File: config.mk
export PLATFORM = sky130hd
export DESIGN_NAME = config_startup_sequencer
export DESIGN_NICKNAME = d
export VERILOG_FILES = /design/src/pkg/startup_seq_pkg.sv /design/src/logic/startup_clk_select.sv /design/src/logic/frame_crc_check.sv /design/src/logic/config_startup_sequencer.sv
export VERILOG_INCLUDE_DIRS = /design/src /design/src/pkg
export SDC_FILE = /design/constraint.sdc
export NUM_CORES = 1
export LEC_CHECK = 0
export BUFFER_PORTS_ARGS = -buffer_cell sky130_fd_sc_hd__buf_2
export CAP_MARGIN = 20
export CORE_MARGIN = 1.5
export CORE_UTILIZATION = 44
export DETAILED_ROUTE_END_ITERATION = 6
export PLACE_DENSITY = 0.87
export SYNTH_ARGS = -nofsm -noshare
export SYNTH_HDL_FRONTEND = slang
export SYNTH_SLANG_ARGS = --single-unit
File: constraint.sdc
create_clock -name core_clk_i -period 1.5 [get_ports core_clk_i]
set_input_delay 0.075 -clock core_clk_i [delete_from_list [all_inputs] [get_ports core_clk_i]]
set_output_delay 0.075 -clock core_clk_i [all_outputs]
set_load 0.05 [all_outputs]
File: src/pkg/startup_seq_map.svh
`ifndef STARTUP_SEQ_MAP_SVH
`define STARTUP_SEQ_MAP_SVH
// phase selector encodings: 0..6 are phases, then done-driven, keep/no-wait
`define SEL_WIDTH            4
`define SEL_DONE             4'h7
`define SEL_KEEP             4'h8
`define SEL_SKIP_LOCK_WAIT           4'h8
// reset defaults of the option selectors
`define DEF_SET_RESET_PHASE  4'h6
`define DEF_WRITE_EN_PHASE   4'h6
`define DEF_TRISTATE_PHASE   4'h5
`define DEF_DONE_PHASE       4'h4
`define DEF_LOCK_PHASE       4'h8
// phase counter
`define PHASE_WIDTH          3
`define PHASE_LAST           3'h7
`define PHASE_FINAL          3'h6
// security tiers
`define SEC_NONE             2'h0
`define SEC_TIER_ONE         2'h1
`define SEC_TIER_TWO         2'h2
// user revision code and debug stream figures
`define REV_CODE_WIDTH       32
`define DEBUG_ZERO_WORD      32'h0000_0000
`define CRC_WIDTH            32
`define CRC_POLY             32'h04c1_1db7
`define CRC_SEED             32'hffff_ffff
`endif

File: src/pkg/startup_seq_pkg.sv
`include "startup_seq_map.svh"
package startup_seq_pkg;
  // sequencer options, all static after configuration load
  typedef struct packed {
    logic [3:0] set_reset_release_phase;
    logic [3:0] write_enable_phase;
    logic [3:0] tristate_release_phase;
    logic [3:0] lock_wait_phase;
    logic [3:0] done_phase;
    logic       done_pipeline_option;
    logic       done_active_drive;
    logic       persist;
    logic [1:0] security;
    logic [1:0] startup_clk_sel;
  } seq_cfg_type;

  // global control outputs
  typedef struct packed {
    logic global_set_reset;
    logic global_write_enable;
    logic block_memory_enable;
    logic global_io_tristate;
  } glob_ctl_type;

  typedef enum logic [1:0] {
    CLK_CONFIG = 2'h0,
    CLK_FABRIC = 2'h1,
    CLK_TEST   = 2'h2
  } clk_sel_type;

  typedef enum logic [1:0] {
    SEQ_IDLE = 2'b00,
    SEQ_RUN  = 2'b01,
    SEQ_DONE = 2'b10
  } seq_state_type;
endpackage

File: src/logic/startup_clk_select.sv
`timescale 1ns/10ps
`default_nettype none
// turns the chosen startup clock source into a one-cycle step enable
module startup_clk_select (
  input  wire logic       core_clk_i,
  input  wire logic       arst_n_i,
  input  wire logic [1:0] sel_i,
  input  wire logic       config_clk_i,
  input  wire logic       fabric_startup_clock_i,
  input  wire logic       test_clk_i,
  output logic            step_o
);
  logic src;
  logic prev;
  logic next_prev;
  logic next_step;
  logic step;

  // source mux; unknown codes fall back to the configuration clock
  always_comb begin
    case (startup_seq_pkg::clk_sel_type'(sel_i))
      startup_seq_pkg::CLK_FABRIC: src = fabric_startup_clock_i;
      startup_seq_pkg::CLK_TEST:   src = test_clk_i;
      default:                     src = config_clk_i;
    endcase
    next_prev = src;
    next_step = src & ~prev; // rising edge only
  end

  always_ff @(posedge core_clk_i or negedge arst_n_i) begin
    if (!arst_n_i) begin
      prev <= 1'b0;
      step <= 1'b0;
    end else begin
      prev <= next_prev;
      step <= next_step;
    end
  end

  assign step_o = step;
endmodule
`default_nettype wire

File: src/logic/frame_crc_check.sv
`timescale 1ns/10ps
`default_nettype none
`include "startup_seq_map.svh"
// per-frame crc check for debug streams, one data bit per valid cycle
module frame_crc_check #(
  parameter int WIDTH = `CRC_WIDTH
) (
  input  wire logic             core_clk_i,
  input  wire logic             arst_n_i,
  input  wire logic             bit_valid_i,
  input  wire logic             bit_i,
  input  wire logic             frame_end_i,
  input  wire logic [WIDTH-1:0] expected_i,
  output logic                  check_o,
  output logic                  error_o
);
  logic [WIDTH-1:0] crc;
  logic [WIDTH-1:0] next_crc;
  logic             check;
  logic             next_check;
  logic             err;
  logic             next_err;

  // serial crc; reseeded at every frame end so errors localise to one frame
  always_comb begin
    next_crc   = crc;
    next_check = 1'b0;
    next_err   = 1'b0;
    if (bit_valid_i) begin
      next_crc = {crc[WIDTH-2:0], 1'b0} ^ ((crc[WIDTH-1] ^ bit_i) ? `CRC_POLY : '0);
    end
    if (frame_end_i) begin
      next_check = 1'b1;
      next_err   = (crc != expected_i);
      next_crc   = `CRC_SEED;
    end
  end

  always_ff @(posedge core_clk_i or negedge arst_n_i) begin
    if (!arst_n_i) begin
      crc   <= `CRC_SEED;
      check <= 1'b0;
      err   <= 1'b0;
    end else begin
      crc   <= next_crc;
      check <= next_check;
      err   <= next_err;
    end
  end

  assign check_o = check;
  assign error_o = err;
endmodule
`default_nettype wire

File: src/logic/config_startup_sequencer.sv
`timescale 1ns/10ps
`default_nettype none
`include "startup_seq_map.svh"
// Summary of operation
// - set/reset released at phase 1..6, on done feedback, or kept; default 6.
// - done-selected events fire once done feedback is high.
// - keep setting never changes a control that could lose data.
// - write enable and block memory enable asserted at chosen phase, default 6.
// - block memory reads and writes stay blocked until write-enable phase.
// - keep setting holds write enable at its current value.
// - io tristate released at phase 1..6, on done, or kept; default 5.
// - stall at chosen phase 0..6 until all locks report; default no wait.
// - done output activates at phase 1..6, default 4; delayed when pipelined.
// - with pipelining, wait for done pin high then two startup edges.
// - active drive pushes done pin high instead of pull-up only.
// - tier one blocks readback; tier two also blocks partial reconfiguration.
// - persistence keeps configuration port pins reserved after startup.
// - 32-bit user revision code loaded from the bitstream.
// - debug mode checks crc after every frame to locate errors.
// - startup clock is configuration, fabric or test clock; default configuration.
module config_startup_sequencer #(
  parameter int LOCK_COUNT = 4,
  parameter int COL_WIDTH  = 16
) (
  input  wire logic                        core_clk_i,
  input  wire logic                        arst_n_i,
  input  wire logic                        config_loaded_i,
  input  wire startup_seq_pkg::seq_cfg_type cfg_i,
  input  wire logic                        config_clk_i,
  input  wire logic                        fabric_startup_clock_i,
  input  wire logic                        test_clk_i,
  input  wire logic [LOCK_COUNT-1:0]       lock_i,
  input  wire logic                        done_pin_i,
  input  wire logic                        rev_code_load_i,
  input  wire logic [`REV_CODE_WIDTH-1:0]  rev_code_i,
  input  wire logic                        debug_mode_i,
  input  wire logic                        dbg_write_i,
  input  wire logic [31:0]                 dbg_data_i,
  input  wire logic                        crc_bit_valid_i,
  input  wire logic                        crc_bit_i,
  input  wire logic                        frame_end_i,
  input  wire logic [`CRC_WIDTH-1:0]       frame_crc_i,
  input  wire logic                        readback_req_i,
  input  wire logic                        partial_req_i,
  output logic                             done_pin_o,
  output logic                             done_pin_oe_o,
  output startup_seq_pkg::glob_ctl_type    glob_o,
  output logic [`PHASE_WIDTH-1:0]          phase_o,
  output logic                             seq_done_o,
  output logic                             readback_allow_o,
  output logic                             partial_allow_o,
  output logic                             port_reserved_o,
  output logic [`REV_CODE_WIDTH-1:0]       user_revision_code_o,
  output logic [31:0]                      debug_output_register_o,
  output logic [COL_WIDTH-1:0]             frame_count_o,
  output logic                             frame_crc_error_o,
  output logic [COL_WIDTH-1:0]             error_frame_o
);
  // ==========================================================
  // startup clock and crc helpers
  // ==========================================================
  logic step;
  logic crc_check;
  logic crc_error;

  startup_clk_select u_clk_sel (
    .core_clk_i             (core_clk_i),
    .arst_n_i               (arst_n_i),
    .sel_i                  (cfg_i.startup_clk_sel),
    .config_clk_i           (config_clk_i),
    .fabric_startup_clock_i (fabric_startup_clock_i),
    .test_clk_i             (test_clk_i),
    .step_o                 (step)
  );

  frame_crc_check #(
    .WIDTH (`CRC_WIDTH)
  ) u_crc (
    .core_clk_i  (core_clk_i),
    .arst_n_i    (arst_n_i),
    .bit_valid_i (crc_bit_valid_i & debug_mode_i),
    .bit_i       (crc_bit_i),
    .frame_end_i (frame_end_i & debug_mode_i),
    .expected_i  (frame_crc_i),
    .check_o     (crc_check),
    .error_o     (crc_error)
  );

  // ==========================================================
  // phase sequencer
  // ==========================================================
  startup_seq_pkg::seq_state_type state;
  startup_seq_pkg::seq_state_type next_state;
  logic [`PHASE_WIDTH-1:0]        phase;
  logic [`PHASE_WIDTH-1:0]        next_phase;
  logic                           done_pipe;
  logic                           next_done_pipe;
  logic                           done_feedback;
  logic                           all_locked;
  logic                           lock_stall;
  logic                           done_stall;
  logic                           seq_done;
  logic                           next_seq_done;

  // pipelined copy of the pin; only moves on a startup edge
  assign done_feedback = cfg_i.done_pipeline_option ? done_pipe : done_pin_i;
  assign all_locked    = &lock_i;
  // no-wait encoding is excluded by value, since its low bits would match phase 0
  assign lock_stall    = (cfg_i.lock_wait_phase != `SEL_SKIP_LOCK_WAIT) &&
                         (cfg_i.lock_wait_phase[`PHASE_WIDTH-1:0] == phase) && !all_locked;
  // the last phase waits for the shared line before entering done
  assign done_stall    = (phase == `PHASE_FINAL) && !done_feedback;

  always_comb begin
    next_state     = state;
    next_phase     = phase;
    next_done_pipe = done_pipe;
    if (step) begin
      next_done_pipe = done_pin_i;
    end
    case (state)
      startup_seq_pkg::SEQ_IDLE: begin
        if (config_loaded_i) begin
          next_state = startup_seq_pkg::SEQ_RUN;
          next_phase = '0;
        end
      end
      startup_seq_pkg::SEQ_RUN: begin
        if (step && !lock_stall) begin
          if (phase == `PHASE_FINAL) begin
            if (!done_stall) begin
              next_state = startup_seq_pkg::SEQ_DONE;
            end
          end else begin
            next_phase = phase + 3'h1;
          end
        end
      end
      startup_seq_pkg::SEQ_DONE: begin
        next_state = startup_seq_pkg::SEQ_DONE;
      end
      default: begin
        next_state = startup_seq_pkg::SEQ_IDLE;
      end
    endcase
    // registered so the status output comes straight from a flop
    next_seq_done = (next_state == startup_seq_pkg::SEQ_DONE);
  end

  always_ff @(posedge core_clk_i or negedge arst_n_i) begin
    if (!arst_n_i) begin
      state     <= startup_seq_pkg::SEQ_IDLE;
      phase     <= '0;
      done_pipe <= 1'b0;
      seq_done  <= 1'b0;
    end else begin
      state     <= next_state;
      phase     <= next_phase;
      done_pipe <= next_done_pipe;
      seq_done  <= next_seq_done;
    end
  end

  // ==========================================================
  // global controls
  // ==========================================================
  function automatic logic reached(input logic [3:0] sel,
                                   input logic [`PHASE_WIDTH-1:0] ph,
                                   input logic running,
                                   input logic fb);
    logic r;
    r = 1'b0;
    if (sel == `SEL_DONE) begin
      r = running & fb;
    end else if (sel <= 4'h6) begin
      r = running & (ph >= sel[`PHASE_WIDTH-1:0]);
    end
    return r;
  endfunction

  startup_seq_pkg::glob_ctl_type glob;
  startup_seq_pkg::glob_ctl_type next_glob;
  logic                          active;
  logic                          done_out;
  logic                          next_done_out;

  // phases count as reached once out of idle and the phase register is at or past them
  assign active = (state != startup_seq_pkg::SEQ_IDLE);

  always_comb begin
    next_glob     = glob;
    next_done_out = done_out;
    // keep leaves the present value untouched so no data is disturbed
    if (cfg_i.set_reset_release_phase != `SEL_KEEP &&
        reached(cfg_i.set_reset_release_phase, phase, active, done_feedback)) begin
      next_glob.global_set_reset = 1'b0;
    end
    if (cfg_i.write_enable_phase != `SEL_KEEP) begin
      if (reached(cfg_i.write_enable_phase, phase, active, done_feedback)) begin
        next_glob.global_write_enable = 1'b1;
        next_glob.block_memory_enable = 1'b1;
      end
    end
    if (cfg_i.tristate_release_phase != `SEL_KEEP &&
        reached(cfg_i.tristate_release_phase, phase, active, done_feedback)) begin
      next_glob.global_io_tristate = 1'b0;
    end
    // pipelined chains hold done back until one more startup edge after its phase
    if (active && cfg_i.done_phase != 4'h0 && phase >= cfg_i.done_phase[`PHASE_WIDTH-1:0] &&
        (step || !cfg_i.done_pipeline_option)) begin
      next_done_out = 1'b1;
    end
  end

  // reset state: everything held, keep options then simply never change it
  always_ff @(posedge core_clk_i or negedge arst_n_i) begin
    if (!arst_n_i) begin
      glob     <= '{global_set_reset: 1'b1, global_write_enable: 1'b0,
                    block_memory_enable: 1'b0, global_io_tristate: 1'b1};
      done_out <= 1'b0;
    end else begin
      glob     <= next_glob;
      done_out <= next_done_out;
    end
  end

  // ==========================================================
  // done pin, security, persistence, revision code
  // ==========================================================
  logic                        pin_val;
  logic                        pin_oe;
  logic                        rb_allow;
  logic                        pr_allow;
  logic                        reserved;
  logic [`REV_CODE_WIDTH-1:0]  rev;
  logic                        next_pin_val;
  logic                        next_pin_oe;
  logic                        next_rb_allow;
  logic                        next_pr_allow;
  logic                        next_reserved;
  logic [`REV_CODE_WIDTH-1:0]  next_rev;

  // open drain: pull low until done; drive high only when asked to
  always_comb begin
    next_pin_val  = done_out & cfg_i.done_active_drive;
    next_pin_oe   = !done_out | cfg_i.done_active_drive;
    next_rb_allow = (cfg_i.security == `SEC_NONE) && readback_req_i;
    next_pr_allow = (cfg_i.security != `SEC_TIER_TWO) && partial_req_i;
    // pins stay reserved until done unless persistence holds them afterwards
    next_reserved = (state != startup_seq_pkg::SEQ_DONE) | cfg_i.persist;
    next_rev      = rev_code_load_i ? rev_code_i : rev;
  end

  always_ff @(posedge core_clk_i or negedge arst_n_i) begin
    if (!arst_n_i) begin
      pin_val  <= 1'b0;
      pin_oe   <= 1'b1;
      rb_allow <= 1'b0;
      pr_allow <= 1'b0;
      reserved <= 1'b1;
      rev      <= '0;
    end else begin
      pin_val  <= next_pin_val;
      pin_oe   <= next_pin_oe;
      rb_allow <= next_rb_allow;
      pr_allow <= next_pr_allow;
      reserved <= next_reserved;
      rev      <= next_rev;
    end
  end

  // ==========================================================
  // debug output register and frame tracking
  // ==========================================================
  logic [31:0]          dbg_reg;
  logic [COL_WIDTH-1:0] frames;
  logic                 frame_err;
  logic [COL_WIDTH-1:0] err_frame;
  logic [31:0]          next_dbg_reg;
  logic [COL_WIDTH-1:0] next_frames;
  logic                 next_frame_err;
  logic [COL_WIDTH-1:0] next_err_frame;

  // the stream writes zeros then column numbers; we only store them
  always_comb begin
    next_dbg_reg   = dbg_write_i ? dbg_data_i : dbg_reg;
    next_frames    = frames;
    next_frame_err = frame_err;
    next_err_frame = err_frame;
    if (crc_check) begin
      next_frames = frames + 1'b1;
      // first failing frame is latched so later frames cannot hide it
      if (crc_error && !frame_err) begin
        next_frame_err = 1'b1;
        next_err_frame = frames;
      end
    end
  end

  always_ff @(posedge core_clk_i or negedge arst_n_i) begin
    if (!arst_n_i) begin
      dbg_reg   <= `DEBUG_ZERO_WORD;
      frames    <= '0;
      frame_err <= 1'b0;
      err_frame <= '0;
    end else begin
      dbg_reg   <= next_dbg_reg;
      frames    <= next_frames;
      frame_err <= next_frame_err;
      err_frame <= next_err_frame;
    end
  end

  assign done_pin_o              = pin_val;
  assign done_pin_oe_o           = pin_oe;
  assign glob_o                  = glob;
  assign phase_o                 = phase;
  assign seq_done_o              = seq_done;
  assign readback_allow_o        = rb_allow;
  assign partial_allow_o         = pr_allow;
  assign port_reserved_o         = reserved;
  assign user_revision_code_o    = rev;
  assign debug_output_register_o = dbg_reg;
  assign frame_count_o           = frames;
  assign frame_crc_error_o       = frame_err;
  assign error_frame_o           = err_frame;
endmodule
`default_nettype wire

==> results.sh <==
export IMPL_status="finished clean"
export IMPL_vias_per_cell=5.04
export IMPL_async_reset_ff_share_pct=100
export IMPL_p_sw_share_pct=33.3
export IMPL_fin_nets=986
export IMPL_synth_area_leader_cell="dfrtp_1"
export IMPL_synth_edf_count=0
export IMPL_worst_slack_ps=24.4
export IMPL_setup_worst_path_class="flop to flop"
export IMPL_grt_setup_unrepaired="yes"
export IMPL_synth_top_cell_area_share_pct=43.6
export IMPL_ys_seq_area_share_pct=58.2
export IMPL_p_total_mw=12.7
export IMPL_cts_max_level=4
export IMPL_regToRegStartpoint="phase_o[0]"
export IMPL_grt_pass1_vias=5649
export IMPL_syn_cell_area_um2=6490
export IMPL_final_common_cell="buf_2"
export IMPL_drt_iter0_markers=211
export IMPL_first_pass_iters=4
export IMPL_powerDensity_nw_per_um2=1330
export IMPL_max_clock_path_buffers=2
export IMPL_combPwrFrac_pct=28.4
export IMPL_row_count=44
export IMPL_cp_max_fo=5
export IMPL_slew_viol_final=0
export IMPL_path_clk_slew_ps=60
export IMPL_fmax_mhz=678
export IMPL_intPower_mw=8.47
export IMPL_core_um2=14500
export IMPL_synth_cell_type_count=42
export IMPL_vias=5166
export IMPL_track_usage_pct=22.3
export IMPL_synth_nets=633
export IMPL_fp_dieW_um=124
export IMPL_antenna_found_initial=0
export IMPL_timing_slew_headroom_pct=71.9
export IMPL_seqPwrFrac_pct=38.4
export IMPL_yosysWarnings=0
export IMPL_ant_nets=0
export IMPL_p_leak_nw=4.53
export IMPL_arrival_ps=1780
export IMPL_place_inst=907
export IMPL_place_gp_congestion=0.817
export IMPL_fin_worst_skew_ps=7.79
export IMPL_cts_tree="built"
export IMPL_report_final_setup_viol=0
export IMPL_clockPowerShare_pct=33.2
export IMPL_final_cells=1024
export IMPL_avgSynthCellArea_um2=13.7
export IMPL_cts_sinks=149
export IMPL_hold_violations=0
export IMPL_n_antenna_cell=0
export IMPL_p_switching_mw=4.23
export IMPL_peakVddDrop_mv=0.728
export IMPL_area_delta_synth_final_pct=47.6
export IMPL_root_buffer="clkbuf_16"
export IMPL_start_util_pct=44.8
export IMPL_drive_gt1_share_pct=52.6
export IMPL_dieArea_um2=15500
export IMPL_hpwl_um=11200
export IMPL_grt_start_max_net_pins=41
export IMPL_clkLatencyLatePin_ps=420
export IMPL_post_place_ws_ps=2.42
export IMPL_die_h_um=124
export IMPL_fin_crit_sh_pct=98.4
export IMPL_critical_path_startpoint="phase_o[0]"
export IMPL_timing_max_cap_violations=0
export IMPL_overflow=0
export IMPL_drc=0
export IMPL_period_minus_slack_ps=1480
export IMPL_required_ps=1810
export IMPL_hp_class="primary input to flop"
export IMPL_tightestPinTransition_ps=420
export IMPL_cts_buffers=17
export IMPL_ys_ff_latch=149
export IMPL_pin_count=252
export IMPL_synthTopCellsByArea="dfrtp_1 44%, dfstp_2 15%, mux2_2 14%"
export IMPL_io_buffers=251
export IMPL_wire_per_inst_um=16.6
export IMPL_end_kind="flop"
export IMPL_layout_common_cells="250 x buf_2, 102 x dfrtp_1, 84 x dlygate4sd3_1, 83 x mux2_2, 47 x xnor2_1"
export IMPL_routed_wirelength_um=17000
export IMPL_synth_cells=474
export IMPL_nFillCells=1017
export IMPL_hold_start="cfg_i[20]"
export IMPL_crit_path_start_kind="flop"
export IMPL_synth_ff_type="dfrtp_1"
export IMPL_grt_pass1_wl_um=27600
## critical path, cell delays in order, from the launching register on
cell and delay [ps]:
dfrtp_2 420, inv_4 80, ha_1 230, nand2b_4 140, a21o_1 180, a21oi_2 110, nand2_1 60, a21o_1 150
## cells by family (layout without fill, tap and decap cells)
group | Yosys count | in the layout | share of synthesized area, %
fa+ha+maj | 17 | 17 | 3.28
mux | 86 | 86 | 14.9
flops | 149 | 149 | 58.2
buf+inv | 33 | 399 | 2.12
compound gates | 60 | 60 | 7.37
simple gates | 66 | 66 | 5.71
xor+xnor | 63 | 63 | 8.50
## flip-flops by register name, summed over array words and instances (netlist names), 2 cells and up
signal / flops
debug_output_register_o: 32
phase_o: 3
u_crc.crc: 32
error_frame_o: 16
glob_o: 3
state: 2
user_revision_code_o: 32
frame_count_o: 16
## worst paths after layout
check / endpoint / slack [ps] / cells past startpoint
max: glob_o[1] / 20 / 7
min: glob_o[1] / 40 / 4
max reg2reg: glob_o[1] / 20 / 7
min reg2reg: u_clk_sel.step_o / 400 / 1
max in group asynchronous: frame_count_o[3] / 700 / 3
min in group asynchronous: error_frame_o[2] / 140 / 2
## cells in the mapped netlist, drive strengths merged (7+ instances only)
| cell type | instances |
|---|---|
| nand4 | 13 |
| nor2 | 7 |
| nand2 | 12 |
| clkbuf | 7 |
| mux2 | 83 |
| a21o | 8 |
| ha | 17 |
| xnor2 | 47 |
| nand3 | 10 |
| xor2 | 16 |
| o22a | 32 |
| dfstp | 36 |
| dfrtp | 113 |
| inv | 13 |
| buf | 13 |
## layer usage
layer / wire (um) / track usage [%] / vias to the layer above / part of all wire [%]
met5: 0 / 0 / - / 0
met3: 817 / 5.28 / 55 / 4.8
li1: - / - / 2399 / -
met2: 8710 / 39.6 / 203 / 51
met1: 6850 / 24.9 / 2509 / 40
met4: 640 / 11.6 / 0 / 3.8
## power groups by stage
stage	Combinational, mW	Clock, mW	Sequential (mW)
2_1_floorplan	1.02	0	6.11
3_3_place_gp	3.21	0	4.89
3_5_place_dp	3.27	0	4.93
4_1_cts	3.49	4.32	4.87
5_1_grt	3.84	4.49	4.93
6_report	3.61	4.22	4.87
## what timing repair did
| action | in CTS | in global routing |
|---|---|---|
| gates cloned | 0 | 0 |
| buffers inserted | 1 | 0 |
| hold buffers | 84 | 0 |
| gates resized for setup | 2 | 7 |
| hold endpoints to repair | 214 | 0 |
| setup endpoints to repair | 2 | 6 |
| pin swaps | 1 | 4 |
## stage by stage
stage	area, um^2	utilization (%)	TNS [ps]	hold slack, ps
6_report	9580	66.2	0	38.9
5_1_grt	9580	66.2	-132	49.3
4_1_cts	9540	65.9	0	16.7
3_5_place_dp	8090	55.9	0	10.7
3_3_place_gp	8090	55.9	0	5.34
2_1_floorplan	6500	-	-895	-221
## layout make-up
cell class / count / area, um^2 / area share [%]
clock buffers: 21 / 470 / 4.91
inverters: 13 / 51.3 / 0.536
well taps: 184 / 230 / 2.40
multi-input cells: 292 / 2620 / 27.3
repair buffers: 354 / 2300 / 24.0
clock inverters: 11 / 124 / 1.29
flip-flops and latches: 149 / 3790 / 39.5
No activity file was read; power rests on OpenSTA's default activity.
